==> src/pkg/smp_defs.vh <==
// constants for the static memory slow-clock and page-mode transfer engine
`ifndef SMP_DEFS_VH
`define SMP_DEFS_VH
`define SMP_SLOW_RD_ST_SETUP 10'h001
`define SMP_SLOW_RD_ST_PULSE 10'h001
`define SMP_SLOW_RD_CS_SETUP 10'h000
`define SMP_SLOW_RD_CS_PULSE 10'h002
`define SMP_SLOW_RD_CYCLE 10'h002
`define SMP_SLOW_WR_ST_SETUP 10'h001
`define SMP_SLOW_WR_ST_PULSE 10'h001
`define SMP_SLOW_WR_CS_SETUP 10'h000
`define SMP_SLOW_WR_CS_PULSE 10'h003
`define SMP_SLOW_WR_CYCLE 10'h003
`define SMP_WAIT_OFF 2'h0
`define SMP_WAIT_FROZEN 2'h2
`define SMP_WAIT_READY 2'h3
`define SMP_PAGE_4 2'h0
`define SMP_PAGE_8 2'h1
`define SMP_PAGE_16 2'h2
`define SMP_PAGE_32 2'h3
`define SMP_ST_IDLE 2'h0
`define SMP_ST_RUN 2'h1
`define SMP_ST_RELOAD 2'h2
`endif

==> src/design/smp_ctrl.v <==
// static memory transfer engine: wait sampling, slow-clock waveforms, page-mode reads
`timescale 1ns/1ps
`include "smp_defs.vh"
module smp_ctrl #(
  parameter CS_CNT = 4,
  parameter CSW = 2
) (
  input wire i_clk,
  input wire i_nrst,
  input wire i_slow_req,
  input wire i_req,
  input wire i_wr,
  input wire [CSW-1:0] i_cs,
  input wire [23:0] i_addr,
  input wire i_other_access,
  input wire [5:0] i_rd_strobe_setup,
  input wire [6:0] i_rd_strobe_pulse,
  input wire [5:0] i_cs_rd_setup,
  input wire [6:0] i_cs_rd_pulse,
  input wire [8:0] i_rd_cycle_len,
  input wire [5:0] i_wr_strobe_setup,
  input wire [6:0] i_wr_strobe_pulse,
  input wire [5:0] i_cs_wr_setup,
  input wire [6:0] i_cs_wr_pulse,
  input wire [8:0] i_wr_cycle_len,
  input wire [1:0] i_ext_wait_mode,
  input wire i_page_burst_enable,
  input wire [1:0] i_page_size_sel,
  input wire i_bus16,
  input wire i_ext_wait_n,
  output reg o_ack,
  output reg o_busy,
  output reg [CS_CNT-1:0] o_chip_select_n,
  output reg o_read_strobe_n,
  output reg o_write_strobe_n,
  output reg o_slow_active,
  output reg o_reload_ws,
  output reg o_page_hit,
  output reg [4:0] o_page_offset
);

  // setup fields: 128*b5 + b4:0
  function [9:0] dec_setup;
    input [5:0] f;
    begin
      dec_setup = {2'h0, f[5], 2'h0, f[4:0]};
    end
  endfunction

  // pulse fields: 256*b6 + b5:0
  function [9:0] dec_pulse;
    input [6:0] f;
    begin
      dec_pulse = {1'b0, f[6], 2'h0, f[5:0]};
    end
  endfunction

  // cycle fields: 256*b8:7 + b6:0
  function [9:0] dec_cycle;
    input [8:0] f;
    begin
      dec_cycle = {f[8:7], 1'b0, f[6:0]};
    end
  endfunction

  reg [1:0] state_r;
  reg [1:0] state_nxt;
  reg [9:0] cnt_r;
  reg [9:0] cnt_nxt;
  reg [9:0] st_setup_r;
  reg [9:0] st_pulse_r;
  reg [9:0] cs_setup_r;
  reg [9:0] cs_pulse_r;
  reg [9:0] cycle_r;
  reg [9:0] st_setup_nxt;
  reg [9:0] st_pulse_nxt;
  reg [9:0] cs_setup_nxt;
  reg [9:0] cs_pulse_nxt;
  reg [9:0] cycle_nxt;
  reg [1:0] wmode_r;
  reg [1:0] wmode_nxt;
  reg wr_r;
  reg wr_nxt;
  reg [CSW-1:0] cs_r;
  reg [CSW-1:0] cs_nxt;
  reg page_r;
  reg page_nxt;
  reg slow_r;
  reg park_r;
  reg park_nxt;
  reg wait_meta_r;
  reg wait_sync_r;
  reg [CSW-1:0] last_cs_r;
  reg [23:0] last_page_r;
  reg page_vld_r;
  reg page_vld_nxt;
  reg hit_nxt;
  reg ack_nxt;
  reg stall;
  reg last;
  reg st_on;
  reg cs_on;
  reg [4:0] off_mask;
  reg [23:0] page_addr;

  // page address is the address with the in-page offset bits cleared
  always @*
  begin
    case (i_page_size_sel)
      `SMP_PAGE_4: off_mask = 5'h03;
      `SMP_PAGE_8: off_mask = 5'h07;
      `SMP_PAGE_16: off_mask = 5'h0f;
      `SMP_PAGE_32: off_mask = 5'h1f;
      default: off_mask = 5'h03;
    endcase
    page_addr = {i_addr[23:5], i_addr[4:0] & ~off_mask};
  end

  // wait pin is asynchronous; only the second flop is read
  always @(posedge i_clk or negedge i_nrst)
  begin
    if (!i_nrst)
    begin
      wait_meta_r <= 1'b1;
      wait_sync_r <= 1'b1;
    end
    else
    begin
      wait_meta_r <= i_ext_wait_n;
      wait_sync_r <= wait_meta_r;
    end
  end

  // a pulse shorter than latency + 3 lets the engine pass into hold unseen
  always @*
  begin
    stall = 1'b0;
    if (state_r == `SMP_ST_RUN && !wait_sync_r && !page_r && !slow_r)
    begin
      if (wmode_r == `SMP_WAIT_FROZEN)
        stall = st_on;
      else if (wmode_r == `SMP_WAIT_READY)
        stall = (cnt_r == st_setup_r + st_pulse_r - 10'h001);
    end
  end

  always @*
  begin
    st_on = (cnt_r >= st_setup_r) && (cnt_r < st_setup_r + st_pulse_r);
    last = (cnt_r + 10'h001 >= cycle_r) && !stall;
  end

  // transfer sequencing and parameter choice
  always @*
  begin
    state_nxt = state_r;
    cnt_nxt = cnt_r;
    st_setup_nxt = st_setup_r;
    st_pulse_nxt = st_pulse_r;
    cs_setup_nxt = cs_setup_r;
    cs_pulse_nxt = cs_pulse_r;
    cycle_nxt = cycle_r;
    wmode_nxt = wmode_r;
    wr_nxt = wr_r;
    cs_nxt = cs_r;
    page_nxt = page_r;
    park_nxt = park_r;
    page_vld_nxt = page_vld_r;
    hit_nxt = o_page_hit;
    ack_nxt = 1'b0;
    if (i_other_access)
      park_nxt = 1'b0;
    case (state_r)
      `SMP_ST_IDLE:
      begin
        if (i_slow_req != slow_r)
        begin
          state_nxt = `SMP_ST_RELOAD;
          park_nxt = 1'b0;
        end
        else if (i_req && !i_other_access)
        begin
          hit_nxt = page_vld_r && park_r && !i_wr && i_page_burst_enable
            && !slow_r && (last_cs_r == i_cs) && (last_page_r == page_addr);
          if (park_r && !hit_nxt)
            park_nxt = 1'b0;
          else
          begin
            state_nxt = `SMP_ST_RUN;
            cnt_nxt = 10'h000;
            wr_nxt = i_wr;
            cs_nxt = i_cs;
            wmode_nxt = i_ext_wait_mode;
            page_nxt = !i_wr && i_page_burst_enable && !slow_r;
            if (slow_r && !i_wr)
            begin
              st_setup_nxt = `SMP_SLOW_RD_ST_SETUP;
              st_pulse_nxt = `SMP_SLOW_RD_ST_PULSE;
              cs_setup_nxt = `SMP_SLOW_RD_CS_SETUP;
              cs_pulse_nxt = `SMP_SLOW_RD_CS_PULSE;
              cycle_nxt = `SMP_SLOW_RD_CYCLE;
            end
            else if (slow_r)
            begin
              st_setup_nxt = `SMP_SLOW_WR_ST_SETUP;
              st_pulse_nxt = `SMP_SLOW_WR_ST_PULSE;
              cs_setup_nxt = `SMP_SLOW_WR_CS_SETUP;
              cs_pulse_nxt = `SMP_SLOW_WR_CS_PULSE;
              cycle_nxt = `SMP_SLOW_WR_CYCLE;
            end
            else if (!i_wr && i_page_burst_enable)
            begin
              // setups and cycle take no part here; read select pulse times a miss
              st_setup_nxt = 10'h000;
              cs_setup_nxt = 10'h000;
              st_pulse_nxt = hit_nxt ? dec_pulse(i_rd_strobe_pulse)
                : dec_pulse(i_cs_rd_pulse);
              cs_pulse_nxt = st_pulse_nxt;
              cycle_nxt = st_pulse_nxt;
            end
            else if (!i_wr)
            begin
              st_setup_nxt = dec_setup(i_rd_strobe_setup);
              st_pulse_nxt = dec_pulse(i_rd_strobe_pulse);
              cs_setup_nxt = dec_setup(i_cs_rd_setup);
              cs_pulse_nxt = dec_pulse(i_cs_rd_pulse);
              cycle_nxt = dec_cycle(i_rd_cycle_len);
            end
            else
            begin
              st_setup_nxt = dec_setup(i_wr_strobe_setup);
              st_pulse_nxt = dec_pulse(i_wr_strobe_pulse);
              cs_setup_nxt = dec_setup(i_cs_wr_setup);
              cs_pulse_nxt = dec_pulse(i_cs_wr_pulse);
              cycle_nxt = dec_cycle(i_wr_cycle_len);
            end
          end
        end
      end
      `SMP_ST_RUN:
      begin
        // parameters were latched at start, so a mode change mid-way is harmless
        if (last)
        begin
          state_nxt = `SMP_ST_IDLE;
          ack_nxt = 1'b1;
          park_nxt = page_r && !i_other_access;
        end
        else if (!stall)
          cnt_nxt = cnt_r + 10'h001;
      end
      `SMP_ST_RELOAD:
        state_nxt = `SMP_ST_IDLE;
      default:
        state_nxt = `SMP_ST_IDLE;
    endcase
  end

  // chip select released means the stored page is no longer open
  always @*
  begin
    cs_on = 1'b0;
    if (state_nxt == `SMP_ST_RUN)
      cs_on = (cnt_nxt >= cs_setup_nxt) && (cnt_nxt < cs_setup_nxt + cs_pulse_nxt);
    else if (park_nxt)
      cs_on = 1'b1;
  end

  always @(posedge i_clk or negedge i_nrst)
  begin
    if (!i_nrst)
    begin
      state_r <= `SMP_ST_IDLE;
      cnt_r <= 10'h000;
      st_setup_r <= 10'h000;
      st_pulse_r <= 10'h000;
      cs_setup_r <= 10'h000;
      cs_pulse_r <= 10'h000;
      cycle_r <= 10'h000;
      wmode_r <= `SMP_WAIT_OFF;
      wr_r <= 1'b0;
      cs_r <= {CSW{1'b0}};
      page_r <= 1'b0;
      slow_r <= 1'b0;
      park_r <= 1'b0;
      last_cs_r <= {CSW{1'b0}};
      last_page_r <= 24'h000000;
      page_vld_r <= 1'b0;
    end
    else
    begin
      state_r <= state_nxt;
      cnt_r <= cnt_nxt;
      st_setup_r <= st_setup_nxt;
      st_pulse_r <= st_pulse_nxt;
      cs_setup_r <= cs_setup_nxt;
      cs_pulse_r <= cs_pulse_nxt;
      cycle_r <= cycle_nxt;
      wmode_r <= wmode_nxt;
      wr_r <= wr_nxt;
      cs_r <= cs_nxt;
      page_r <= page_nxt;
      park_r <= park_nxt;
      if (state_r == `SMP_ST_RELOAD)
        slow_r <= i_slow_req;
      if (state_r == `SMP_ST_IDLE && state_nxt == `SMP_ST_RUN && page_nxt)
      begin
        last_cs_r <= i_cs;
        last_page_r <= page_addr;
        page_vld_r <= 1'b1;
      end
      else if (!cs_on)
        page_vld_r <= 1'b0;
    end
  end

  // registered pin and status outputs, computed from the next state
  always @(posedge i_clk or negedge i_nrst)
  begin
    if (!i_nrst)
    begin
      o_ack <= 1'b0;
      o_busy <= 1'b0;
      o_read_strobe_n <= 1'b1;
      o_write_strobe_n <= 1'b1;
      o_slow_active <= 1'b0;
      o_reload_ws <= 1'b0;
      o_page_hit <= 1'b0;
      o_page_offset <= 5'h00;
    end
    else
    begin
      o_ack <= ack_nxt;
      o_busy <= (state_nxt != `SMP_ST_IDLE);
      o_slow_active <= (state_r == `SMP_ST_RELOAD) ? i_slow_req : slow_r;
      o_reload_ws <= (state_nxt == `SMP_ST_RELOAD);
      o_page_hit <= hit_nxt;
      if (state_r == `SMP_ST_IDLE && state_nxt == `SMP_ST_RUN)
        o_page_offset <= i_addr[4:0] & off_mask & {4'hf, !i_bus16};
      if (state_nxt == `SMP_ST_RUN)
      begin
        o_read_strobe_n <= !(!wr_nxt && (cnt_nxt >= st_setup_nxt)
          && (cnt_nxt < st_setup_nxt + st_pulse_nxt));
        o_write_strobe_n <= !(wr_nxt && (cnt_nxt >= st_setup_nxt)
          && (cnt_nxt < st_setup_nxt + st_pulse_nxt));
      end
      else
      begin
        o_read_strobe_n <= !park_nxt;
        o_write_strobe_n <= 1'b1;
      end
    end
  end

  genvar g;
  generate
    for (g = 0; g < CS_CNT; g = g + 1)
    begin : g_cs
      always @(posedge i_clk or negedge i_nrst)
      begin
        if (!i_nrst)
          o_chip_select_n[g] <= 1'b1;
        else
          o_chip_select_n[g] <= !(cs_on && (cs_nxt == g));
      end
    end
  endgenerate

endmodule

==> config.mk <==
export PLATFORM = sky130hd
export DESIGN_NAME = smp_ctrl
export DESIGN_NICKNAME = d
export VERILOG_FILES = /design/src/design/smp_ctrl.v
export VERILOG_INCLUDE_DIRS = /design/src /design/src/pkg
export SDC_FILE = /design/constraint.sdc
export NUM_CORES = 1
export LEC_CHECK = 0
export ABC_AREA = 0
export BUFFER_PORTS_ARGS = -buffer_cell sky130_fd_sc_hd__buf_2
export CORE_ASPECT_RATIO = 0.9
export CORE_MARGIN = 2
export CORE_UTILIZATION = 45
export DETAILED_ROUTE_END_ITERATION = 7
export GPL_ROUTABILITY_DRIVEN = 0
export PLACE_DENSITY = 0.66
export SLEW_MARGIN = 20
export SYNTH_ARGS = -nofsm -noshare
export SYNTH_HDL_FRONTEND = slang
export SYNTH_SLANG_ARGS = --single-unit
==> constraint.sdc <==
create_clock -name i_clk -period 15.6 [get_ports i_clk]
set_clock_uncertainty 0.1 [all_clocks]
set_input_delay 1.56 -clock i_clk [delete_from_list [all_inputs] [get_ports i_clk]]
set_output_delay 1.56 -clock i_clk [all_outputs]
set_load 0.01 [all_outputs]
==> Word-level counts from Yosys, hierarchy flattened <==
Index checks and enable logic that the tools add are counted.
{ "classes": {"n_eq_ne": 17, "bitwise_logic": 6, "n_reduce_logical": 50, "add_sub_neg": 5, "mux": 78, "n_lt_le_gt_ge": 7} }
{ "ops": {"columns": ["cell", "n"], "rows": [
  ["$mux 10", 25],
  ["$mux 9", 9],
  ["$mux 8", 8],
  ["$ge 10x10->1", 4],
  ["$add 10x10->10", 3],
  ["$lt 10x10->1", 3],
  ["$logic_and 1x1->1", 28],
  ["$eq 24x24->1", 1],
  ["$mux 1", 24],
  ["$pmux 10 s2", 1],
  ["$pmux 5 s4", 1],
  ["$eq 2x2->1 const B", 8],
  ["$logic_not 1->1", 16],
  ["$mux 2", 8],
  ["$and 5x5->5", 3],
  ["$add 10x1->10 const B", 1],
  ["$eq 10x10->1", 1],
  ["$sub 10x1->10 const B", 1],
  ["$eq 2x1->1 const B", 4],
  ["$logic_not 2->1", 3],
  ["$not 5->5", 1],
  ["$pmux 2 s2", 1],
  ["$reduce_and 4->1", 1],
  ["$reduce_and 3->1", 1],
  ["6 further kinds", 7]
]} }
{ "totals": {"wordCells": 192, "input_bits": 109, "out_inout_bits": 16, "ff_bits": 114} }

==> Longest topological paths before layout <==
Gate-level depths: netlist of run 1.
{ "logic_depth": {"depth_word": 20, "depth_mapped": 32, "mapped_depth_nobuf": 30} }

==> Worst setup path before layout of run 1 <==
Ideal clock, no wire load.
{ "synth_timing": {"kind": "input to register", "startpoint": "in i_page_burst_enable", "endpoint": "reg page_vld_r (netlist: page_vld_nxt)", "n_path_buf": 3, "arrival_time_ns": 6.494, "t_required_ns": 15.434, "stages": 31, "setup_time_ns": 0.066, "setup_slack_ns": 8.940, "cell_sequence": "nor2b_1 > clkbuf_1 > nand3_1 > a211oi_1 > nand4_1 > nor4_1 > o21bai_1 > clkbuf_1 > inv_1 > clkbuf_1 > nor2_1 > a31oi_1 > ha_1 > a21o_1 > a21oi_1 > nor2_1 > nor2_1 > nor2_1 > o21ai_0 > nand2b_1 > a21oi_1 > o21bai_1 > a21oi_1 > xnor2_1 > ha_1 > nand4_1 > nor3_1 > a221o_1 > a21o_1 > o31ai_4 > a22o_1"} }
{ "synth_via": {"elab_chain_cells": 17, "elab_cells_between_ends": 50, "cone_classes": "add/sub (1); order compare (2); eq/ne (2); mux (34); reduce/logical (11)"} }
{ "synth_rtl": {"columns": ["item", "line", "rtl"], "rows": [
  ["start: declaration", "smp_ctrl.v:27", "input wire i_page_burst_enable,"],
  ["$logic_and 1x1->1", "smp_ctrl.v:183", "hit_nxt = page_vld_r && park_r && !i_wr && i_page_burst_enable"],
  ["$logic_and 1x1->1 (3 in a row)", "smp_ctrl.v:184", "&& !slow_r && (last_cs_r == i_cs) && (last_page_r == page_addr);"],
  ["$mux 9", "smp_ctrl.v:216", "st_pulse_nxt = hit_nxt ? dec_pulse(i_rd_strobe_pulse)"],
  ["$mux 9", "smp_ctrl.v:211", "else if (!i_wr && i_page_burst_enable)"],
  ["$mux 9", "smp_ctrl.v:203", "else if (slow_r)"],
  ["$mux 9", "smp_ctrl.v:195", "if (slow_r && !i_wr)"],
  ["$mux 10 *", "smp_ctrl.v:185", "if (park_r && !hit_nxt)"],
  ["$mux 10 *", "smp_ctrl.v:181", "else if (i_req && !i_other_access)"],
  ["$mux 10 *", "smp_ctrl.v:176", "if (i_slow_req != slow_r)"],
  ["$mux 10 *", "smp_ctrl.v:173", "case (state_r)"],
  ["via cs_pulse_nxt[1]", "smp_ctrl.v:78", "reg [9:0] cs_pulse_nxt;"],
  ["$add 10x10->10 *", "smp_ctrl.v:264", "cs_on = (cnt_nxt >= cs_setup_nxt) && (cnt_nxt < cs_setup_nxt + cs_pulse_nxt);"],
  ["$lt 10x10->1 *", "smp_ctrl.v:264", null],
  ["$logic_and 1x1->1 *", "smp_ctrl.v:264", null],
  ["$mux 1 *", "smp_ctrl.v:263", "if (state_nxt == `SMP_ST_RUN)"],
  ["$ne 2x1->1 (no source line) *", null, null],
  ["end signal: assignment", "smp_ctrl.v:288", "page_vld_r <= 1'b0;"],
  ["end signal: assignment", "smp_ctrl.v:310", "page_vld_r <= 1'b1;"],
  ["end signal: assignment", "smp_ctrl.v:313", "page_vld_r <= 1'b0;"],
  ["end: declaration", "smp_ctrl.v:95", "reg page_vld_r;"]
]} }
The timed path passes the listed nets; every way through them passes the cells marked *.
A chain may end at the register's enable or synchronous reset.

==> Worst setup path in the final report of run 1 <==
{ "layout_timing": {"startpoint": "in i_wr", "endpoint": "reg page_vld_r (netlist: page_vld_nxt)"} }
{ "layout_via": {"elab_cells_between_ends": 55, "cone_classes": "add/sub (1); order compare (2); eq/ne (2); mux (36); reduce/logical (14)"} }
{ "layout_lines": {"columns": ["item", "line", "rtl"], "rows": [
  ["start: declaration", "smp_ctrl.v:12", "input wire i_wr,"],
  ["$logic_not 1->1", null, null],
  ["$logic_and 1x1->1 (2 in a row)", "smp_ctrl.v:183", null],
  ["$logic_and 1x1->1 (3 in a row)", "smp_ctrl.v:184", null],
  ["$logic_not 1->1", "smp_ctrl.v:185", null],
  ["$logic_and 1x1->1", "smp_ctrl.v:185", null],
  ["$mux 10 *", "smp_ctrl.v:185", null],
  ["$mux 10 *", "smp_ctrl.v:181", null],
  ["$mux 10 *", "smp_ctrl.v:176", null],
  ["$mux 10 *", "smp_ctrl.v:173", null],
  ["via cs_setup_nxt[1]", "smp_ctrl.v:77", "reg [9:0] cs_setup_nxt;"],
  ["$add 10x10->10", "smp_ctrl.v:264", null],
  ["$lt 10x10->1", "smp_ctrl.v:264", null],
  ["$logic_and 1x1->1 *", "smp_ctrl.v:264", null],
  ["$mux 1 *", "smp_ctrl.v:263", null],
  ["$ne 2x1->1 (no source line) *", null, null]
]} }
Marked as above.

==> flow_metrics.tcl, run 1 <==
set metrics [dict create \
    ys_seq_area_share_pct 34.0 \
    grt_max_degree 65 \
    post_cts_resized 0 \
    n_fill_cell 1706 \
    worstSkewPairLatency_ps 370 \
    p_comb_share_pct 57.3 \
    io_buffers 124 \
    fin_crit_sh_pct 49.5 \
    hold_path_class "reg -> reg" \
    cts_tree "yes" \
    dieArea_sq_um 19300 \
    first_pass_iters 6 \
    outcome "complete, no violations" \
    p_sw_mw 0.732 \
    cap_violations 0 \
    setup_tns_ps 0 \
    vias 6635 \
    p_int_mw 0.943 \
    post_drt_wl_per_cell_um 16.6 \
    grt_antenna_before_repair 0 \
    synth_cell_type_count 69 \
    htree_levels 3 \
    vdd_ir_drop_max_mv 0.0743 \
    setup_viol 0 \
    power_frac_seq_pct 28.7 \
    drive_gt1_share_pct 19.8 \
    postCtsHoldBufs 0 \
    syn_to_final_growth_pct 14.2 \
    worst_pin_slew_ps 941 \
    wl_met2_mm 9.47 \
    die_h_um 132 \
    leakagePower_nw 4.74 \
    crit_path_max_fanout 61 \
    cp_top_family "compound AO/OA/AOI/OAI gates" \
    clock.fmax_mhz 130 \
    crit_slowest_cell "or3_1" \
    drt.antenna.violating_nets 0 \
    seqCellArea_sq_um 2790 \
    root_buffer "clkbuf_16" \
    max-slew-margin-rel_pct 36.6 \
    rows 46 \
    multi_input_area_sq_um 5070 \
    nets 1195 \
    rsz0062_at_grt "false" \
    synthesis.nets 1086 \
    layout_setup_ws_ps 7890 \
    synth-edff-count 0 \
    io_pins 125 \
    n_antenna_cell 0 \
    core-area_sq_um 17700 \
    power_density_nw_per_um2 179 \
    synthCells 879 \
    first_global_vias 6533 \
    cts_setup_buffers 0 \
    finalHoldViolations 0 \
    cts_inserted_buffers 9 \
    drv_slew 0 \
    post-place-ws_ps 7520 \
    start_util_pct 46.3 \
    grt_first_pass_wirelength_mm 33.4 \
    die_x_um 146 \
    gr-usage-all-layers_pct 21.8 \
    drt_iter0_markers 386 \
    period_minus_slack_ps 7710 \
    ys_ff_latch 111 \
    clk_path_buf_depth 2 \
    overflow 0 \
    worst_ep_required_time_ps 15810 \
    cts_sinks 111 \
    worstSetupStartpointType "input port" \
    highest_layer "met4" \
    drcViolationCount 0 \
    dr_wl_met3_um 930 \
    dp_hpwl_mm 16.2 \
    wl_met1_mm 9.72 \
    clkTransAtPathRegs_ps 80 \
    cp.arrival_ps 7930 \
    yosysWarnings 0 \
    ys.flop_type "dfrtp_1" \
    p_clk_share_pct 13.9 \
    crit_type "in -> reg" \
    p_sw_share_pct 43.7 \
    synthesis.area_sq_um 8200 \
    critPathBufInv 5 \
    wl_mm 20.5 \
    postSynthAreaPerCell_sq_um 9.33 \
    async_reset_ff_share_pct 100 \
    vias_per_cell 5.38 \
    crit_path_end_kind "flop" \
    cp_slowest_stage_delay_ps 660 \
]
layout make-up:
| class | instances | area share [%] |
|---|---|---|
| Multi-Input combinational cell | 672 | 54.1 |
| Sequential cell | 111 | 29.8 |
| Timing Repair Buffer | 130 | 7.13 |
| Tap cell | 240 | 3.21 |
| Inverter | 64 | 2.57 |
| Clock buffer | 10 | 2.55 |
| Clock inverter | 6 | 0.655 |
layout by cell type, fill, tap and decap left out, types with 4 or more instances in the layout:
cell	netlist	layout
a211oi_1	9	9
a21o_1	26	26
a21oi_1	49	49
a22o_1	11	11
a31oi_1	6	6
and2_1	10	10
and3_1	7	7
buf_2	4	123
buf_4	0	7
clkbuf_16	0	9
dfrtp_1	103	103
dfstp_2	8	8
ha_1	95	95
inv_1	64	64
mux2_2	23	23
mux2i_1	25	25
nand2_1	79	78
nand2b_1	26	26
nand3_1	17	17
nand4_1	16	16
nor2_1	41	41
nor2b_1	6	6
nor3_1	9	9
nor4_1	8	7
o211ai_1	4	4
o21a_1	10	10
o21ai_0	54	54
o21bai_1	5	4
o22ai_1	7	7
o311ai_0	5	5
o31ai_1	4	4
or3_1	4	4
xnor2_1	38	38
xor2_1	23	23
cell usage after synthesis (4+ instances only):
cell	instances	area (sq um)
a211oi_1	9	67.6
a21o_1	26	195
a21oi_1	49	245
a22o_1	11	96.3
a31oi_1	6	37.5
and2_1	10	62.6
and3_1	7	43.8
buf_2	4	20.0
clkbuf_1	27	101
dfrtp_1	103	2580
dfstp_2	8	210
ha_1	95	1190
inv_1	64	240
mux2_2	23	259
mux2i_1	25	250
nand2_1	79	297
nand2b_1	26	163
nand3_1	17	85.1
nand4_1	16	100
nor2_1	41	154
nor2b_1	6	37.5
nor3_1	9	45.0
nor4_1	8	50.1
o211ai_1	4	30.0
o21a_1	10	75.1
o21ai_0	54	270
o21bai_1	5	37.5
o22ai_1	7	43.8
o311ai_0	5	43.8
o31ai_1	4	30.0
or3_1	4	25.0
xnor2_1	38	333
xor2_1	23	201
metal layers:
layer	global-route usage, %	vias to the layer above
li1	-	3378
met1	30.9	3114
met2	34.9	121
met3	2.98	22
met4	6.58	0
met5	0	-
through the flow:
stage / hold WS, ps / total power [mW] / utilization [%] / area (sq um) / instances
detailed placement: 249 / 1.44 / 51.1 / 9060 / 1217
CTS: 260 / 1.68 / 52.8 / 9360 / 1233
finish: 259 / 1.67 / 52.8 / 9370 / 1233
global placement: 249 / 1.43 / 51.1 / 9060 / 1217
floorplan: 245 / 1.20 / - / 8200 / 879
global route: 271 / 1.83 / 52.8 / 9370 / 1233
power by group through the flow:
stage                     registers (mW)  clock network [mW]  logic, mW
after detailed placement           0.485                   0      0.960
after global routing               0.495               0.250       1.09
after global placement             0.483                   0      0.942
final                              0.481               0.233      0.960
after floorplan                    0.452                   0      0.747
after CTS                          0.480               0.236      0.967
final timing paths:
path	start	end	slack, ps	cells after the start
setup / recovery	i_wr	page_vld_nxt$_DFFE_PN0P_	7890	32
hold / removal	wait_meta_r$_DFF_PN1_	wait_sync_r$_DFF_PN1_	260	0
setup reg to reg	st_pulse_r[3]$_DFF_PN0_	page_vld_nxt$_DFFE_PN0P_	8830	28
hold reg to reg	wait_meta_r$_DFF_PN1_	wait_sync_r$_DFF_PN1_	260	0
max in group asynchronous	i_nrst	cnt_r[5]$_DFF_PN0_	13050	2
min in group asynchronous	i_nrst	last_page_r[20]$_DFFE_PN0P_	1090	1
sequential cells by signal (all words and copies together), names as in the netlist, 2 cells and up:
signal / flops
wmode_r: 2
o_page_offset: 5
last_cs_r: 2
st_pulse_r: 10
st_setup_r: 10
o_chip_select_n: 4
cycle_r: 9
cnt_r: 10
last_page_r: 22
cs_pulse_r: 10
cs_r: 2
state_r: 2
cs_setup_r: 10
cells by family (layout without fill, tap and decap cells):
| logic type | count (synthesis) | count (layout) | synth area share (%) |
|---|---|---|---|
| adders and majority gates | 99 | 99 | 15.3 |
| muxes | 48 | 48 | 6.21 |
| DFF | 111 | 111 | 34.0 |
| xor gates and xnor gates | 64 | 64 | 7.28 |
| buffers and inverters | 96 | 210 | 4.45 |
| and+or+nand+nor | 238 | 238 | 14.4 |
| AOI/OAI and AO/OA | 223 | 223 | 18.3 |
Power figures use the tool's default switching activity.
==> inputs of run 2 (changes only) <==
==> constraint.sdc (replaced) <==
create_clock -name i_clk -period 7.25 [get_ports i_clk]
set_clock_uncertainty 0.1 [all_clocks]
set_input_delay 0.725 -clock i_clk [delete_from_list [all_inputs] [get_ports i_clk]]
set_output_delay 0.725 -clock i_clk [all_outputs]
set_load 0.01 [all_outputs]
==> flow_metrics.tcl, run 2 (same netlist as run 1, synthesis figures left out) <==
set metrics [dict create \
    cts_setup_buffers 0 \
    cts_tree "yes" \
    drcViolationCount 0 \
    crit_type "reg -> reg" \
    post_cts_resized 0 \
    final_cell_mix "123 x buf_2, 103 x dfrtp_1, 95 x ha_1, 78 x nand2_1, 64 x inv_1" \
    hold_path_class "in -> async" \
    period_minus_slack_ps 6570 \
    dieArea_sq_um 19300 \
    io_buffers 124 \
    n_fill_cell 1673 \
    fin_crit_sh_pct 90.7 \
    worstSkewPairLatency_ps 360 \
    finalInstanceArea_sq_um 9460 \
    drv_slew 0 \
    finalPower_mw 3.69 \
    drive_gt1_share_pct 20.5 \
    max-slew-margin-rel_pct 25.7 \
    start_util_pct 46.3 \
    crit_slowest_cell "a21oi_1" \
    regToRegSetupSlack_ps 680 \
    finalHoldViolations 0 \
    layout_commonest_cell "buf_2" \
    clk_path_buf_depth 2 \
    overflow 0 \
    grt_first_pass_wirelength_mm 33.7 \
    r2r-end "page_vld_nxt$_DFFE_PN0P_" \
    placed_area_sq_um 9120 \
    setup_tns_ps 0 \
    cp.arrival_ps 6770 \
    crit_path_max_fanout 10 \
    regMostFlops "last_page_r" \
    drt.antenna.violating_nets 0 \
    cap_violations 0 \
    layout_setup_ws_ps 677 \
    dp_hpwl_mm 16.3 \
    reg2reg_depth 28 \
    crit_path_end_kind "flop" \
    cts_inserted_buffers 9 \
    clkTransAtPathRegs_ps 80 \
    vias 6754 \
    post-place-ws_ps 531 \
    n_antenna_cell 0 \
    grt_antenna_before_repair 0 \
    worst_ep_required_time_ps 7450 \
    clock.fmax_mhz 152 \
    cts_sinks 111 \
    first_pass_iters 5 \
    vias_per_cell 5.44 \
    worstReg2RegStart "st_setup_r[0]$_DFF_PN0_" \
    wl_mm 20.7 \
    rows 46 \
    cp_slowest_stage_delay_ps 680 \
    htree_levels 3 \
    io_pins 125 \
    postCtsHoldBufs 0 \
    critPathMostFrequentCell "a21o_1" \
    first_global_vias 6564 \
    setup_viol 0 \
    die_h_um 132 \
    post_drt_wl_per_cell_um 16.7 \
    worstSetupStartpointType "flop" \
    power_density_nw_per_um2 390 \
    grt_max_degree 66 \
    leakagePower_nw 4.80 \
    largest_register_ff_count 22 \
    core-area_sq_um 17700 \
    syn_to_final_growth_pct 15.4 \
    drt_iter0_markers 317 \
    vdd_ir_drop_max_mv 0.156 \
    root_buffer "clkbuf_16" \
    die_x_um 146 \
    nets 1203 \
    worst_pin_slew_ps 1100 \
    rsz0062_at_grt "false" \
    outcome "complete, no violations" \
    gr-usage-all-layers_pct 21.9 \
]
## run 2: cell count changes in the layout (fill, tap and decap cells not counted)
cell / change
bufinv_16: +2
inv_6: -1
clkbuf_8: -1
buf_4: +8
## run 2: power by group
group | switching, mW | leakage (nW) | total [mW] | internal, mW
Combinational | 1.16 | 3.21 | 2.11 | 0.955
Sequential | 0.177 | 1.43 | 1.02 | 0.841
Clock | 0.249 | 0.161 | 0.560 | 0.310
Total | 1.58 | 4.80 | 3.69 | 2.11
## run 2: layout make-up
type,instances,area (sq um),area share [%]
Multi-Input combinational cell,672,5070,53.6
Inverter,64,240,2.54
Clock inverter,7,113,1.19
Timing Repair Buffer,138,728,7.70
Tap cell,240,300,3.17
Clock buffer,9,225,2.38
Sequential cell,111,2790,29.5
## run 2: worst max-delay path by stage
stage / start / to / slack (ps) / cells past startpoint
2_1_floorplan: i_page_burst_enable / page_vld_nxt$_DFFE_PN0P_ / 1430 / 31
3_3_place_gp: i_page_burst_enable / page_vld_nxt$_DFFE_PN0P_ / 700 / 30
6_report: st_setup_r[0]$_DFF_PN0_ / page_vld_nxt$_DFFE_PN0P_ / 680 / 28
4_1_cts: st_setup_r[0]$_DFF_PN0_ / page_vld_nxt$_DFFE_PN0P_ / 670 / 28
3_5_place_dp: i_wr / page_vld_nxt$_DFFE_PN0P_ / 530 / 30
5_1_grt: st_pulse_r[3]$_DFF_PN0_ / o_chip_select_n[0]$_DFF_PN1_ / 100 / 29
## run 2: stage by stage
step           hold WS [ps]  utilization [%]  instances
6_report                255             53.4       1241
5_1_grt                 268             53.4       1241
4_1_cts                 264             53.4       1241
3_5_place_dp            254             51.5       1225
3_3_place_gp            253             51.5       1225
2_1_floorplan           245                -        879
## run 2: critical path, delay by kind of cell (launching register included)
family	cells	cell delay, ps
AO/OA/AOI/OAI	16	3530
XOR/XNOR	2	340
adder cells (fa/ha/maj)	5	1620
buffers and inverters	1	160
flip-flops	1	420
AND/OR/NAND/NOR	4	340
## run 2: layer usage
metal | routed length (um) | vias to the layer above | global-route usage (%) | share of wire (%)
met3 | 813 | 30 | 2.84 | 3.9
met4 | 457 | 0 | 6.74 | 2.2
met2 | 9200 | 148 | 34.1 | 44
li1 | - | 3386 | - | -
met5 | 0 | - | 0 | 0
met1 | 10200 | 3190 | 31.8 | 49
==> inputs of run 3 (changes only) <==
--- a/config.mk
+++ b/config.mk
@@ -14,6 +14,7 @@
 export DETAILED_ROUTE_END_ITERATION = 7
 export GPL_ROUTABILITY_DRIVEN = 0
 export PLACE_DENSITY = 0.66
+export REMOVE_ABC_BUFFERS = 1
 export SLEW_MARGIN = 20
 export SYNTH_ARGS = -nofsm -noshare
 export SYNTH_HDL_FRONTEND = slang
==> flow_metrics.tcl, run 3 (same netlist as run 1, synthesis figures left out) <==
set metrics [dict create \
    grt_max_degree 69 \
    n_fill_cell 1666 \
    nets 1203 \
    core-area_sq_um 17700 \
    drv_slew 0 \
    cts_tree "yes" \
    power_density_nw_per_um2 387 \
    postCtsHoldBufs 0 \
    clkTransAtPathRegs_ps 80 \
    root_buffer "clkbuf_16" \
    fin_crit_sh_pct 90.1 \
    drt.antenna.violating_nets 0 \
    worst_pin_slew_ps 910 \
    start_util_pct 46.3 \
    gr-usage-all-layers_pct 22.5 \
    seqCellArea_sq_um 2790 \
    final_cell_mix "123 x buf_2, 103 x dfrtp_1, 95 x ha_1, 78 x nand2_1, 64 x inv_1" \
    rsz0062_at_grt "false" \
    largest_register_ff_count 22 \
    n_antenna_cell 0 \
    clock.fmax_mhz 153 \
    max-slew-margin-rel_pct 39.3 \
    regMostFlops "last_page_r" \
    cp.arrival_ps 6740 \
    vdd_ir_drop_max_mv 0.194 \
    whs_ps 262 \
    rows 46 \
    overflow 0 \
    dp_hpwl_mm 16.7 \
    vias 6718 \
    cts_inserted_buffers 9 \
    hold_path_class "reg -> reg" \
    vias_per_cell 5.41 \
    io_pins 125 \
    cts_setup_buffers 0 \
    clk_path_buf_depth 2 \
    htree_levels 3 \
    grt_first_pass_wirelength_mm 34.4 \
    post_cts_resized 0 \
    wl_mm 21.2 \
    drive_gt1_share_pct 20.5 \
    first_pass_iters 4 \
    fin_util_pct 53.2 \
    leakagePower_nw 4.79 \
    crit_path_end_kind "flop" \
    cap_violations 0 \
    crit_type "reg -> reg" \
    cts_sinks 111 \
    dieArea_sq_um 19300 \
    layout_commonest_cell "buf_2" \
    first_global_vias 6473 \
    worstSkewPairLatency_ps 370 \
    multi_input_area_sq_um 5070 \
    die_h_um 132 \
    syn_to_final_growth_pct 15.0 \
    finalInstanceArea_sq_um 9430 \
    die_x_um 146 \
    setup_viol 0 \
    drcViolationCount 0 \
    worst_ep_required_time_ps 7450 \
    worstSetupStartpointType "flop" \
    crit_path_max_fanout 10 \
    finalHoldViolations 0 \
    placed_area_sq_um 9120 \
    drt_iter0_markers 361 \
    outcome "complete, no violations" \
    grt_antenna_before_repair 0 \
    io_buffers 124 \
    period_minus_slack_ps 6540 \
    post_drt_wl_per_cell_um 17.1 \
]
==> run 3: worst paths after layout <==
| path | depth (start not counted) | slack [ps] | to | start |
|---|---|---|---|---|
| min | 0 | 260 | wait_sync_r$_DFF_PN1_ | wait_meta_r$_DFF_PN1_ |
| max reg2reg | 27 | 710 | page_vld_nxt$_DFFE_PN0P_ | st_setup_r[0]$_DFF_PN0_ |
| max | 27 | 710 | page_vld_nxt$_DFFE_PN0P_ | st_setup_r[0]$_DFF_PN0_ |
| max in group asynchronous | 2 | 5580 | st_pulse_r[9]$_DFF_PN0_ | i_nrst |
| min in group asynchronous | 1 | 370 | last_page_r[11]$_DFFE_PN0P_ | i_nrst |
| min reg2reg | 0 | 260 | wait_sync_r$_DFF_PN1_ | wait_meta_r$_DFF_PN1_ |
==> run 3: cell type report <==
class	count	area share (%)
Multi-Input combinational cell	672	53.7
Sequential cell	111	29.6
Timing Repair Buffer	138	7.72
Tap cell	240	3.18
Inverter	64	2.55
Clock buffer	9	2.39
Clock inverter	7	0.862
==> run 3: critical path, stage by stage (launching register included) <==
cell      delay (ps)
dfrtp_1          420
ha_1             260
fa_1             440
a21o_1           230
a221oi_2         330
xor2_2           180
ha_1             310
o211ai_1          70
o21ai_0          180
maj3_1           250
a21o_1           150
o31ai_2          100
a21oi_1          750
nand2_1          160
xor2_1           180
nor2_1           190
ha_1             280
a21o_1           180
a21o_1           170
a21o_1           170
a21oi_1          140
nor2b_1           50
o21ai_0          130
nand2b_1          70
a221o_1          290
a21o_1           200
o31ai_4          310
a22o_1           170
==> run 3: metal layers <==
| layer | vias up | wire length [um] | GRT usage, % |
|---|---|---|---|
| met1 | 3147 | 10300 | 31.6 |
| met5 | - | 0 | 0 |
| met2 | 162 | 9630 | 36.0 |
| li1 | 3383 | - | - |
| met4 | 0 | 439 | 6.20 |
| met3 | 26 | 862 | 3.67 |
==> run 3: power by group <==
| part | switching, mW | internal [mW] | leakage [nW] |
|---|---|---|---|
| Combinational | 1.16 | 0.951 | 3.21 |
| Sequential | 0.186 | 0.840 | 1.43 |
| Clock | 0.268 | 0.250 | 0.150 |
==> run 3: through the flow <==
step	setup TNS [ps]	power, mW	instances	setup WS (ps)
finish	0	3.65	1241	715
global route	0	4.01	1241	251
CTS	0	3.68	1241	682
detailed placement	0	3.14	1225	586
global placement	0	3.09	1225	718
floorplan	-7520	2.56	847	-1170
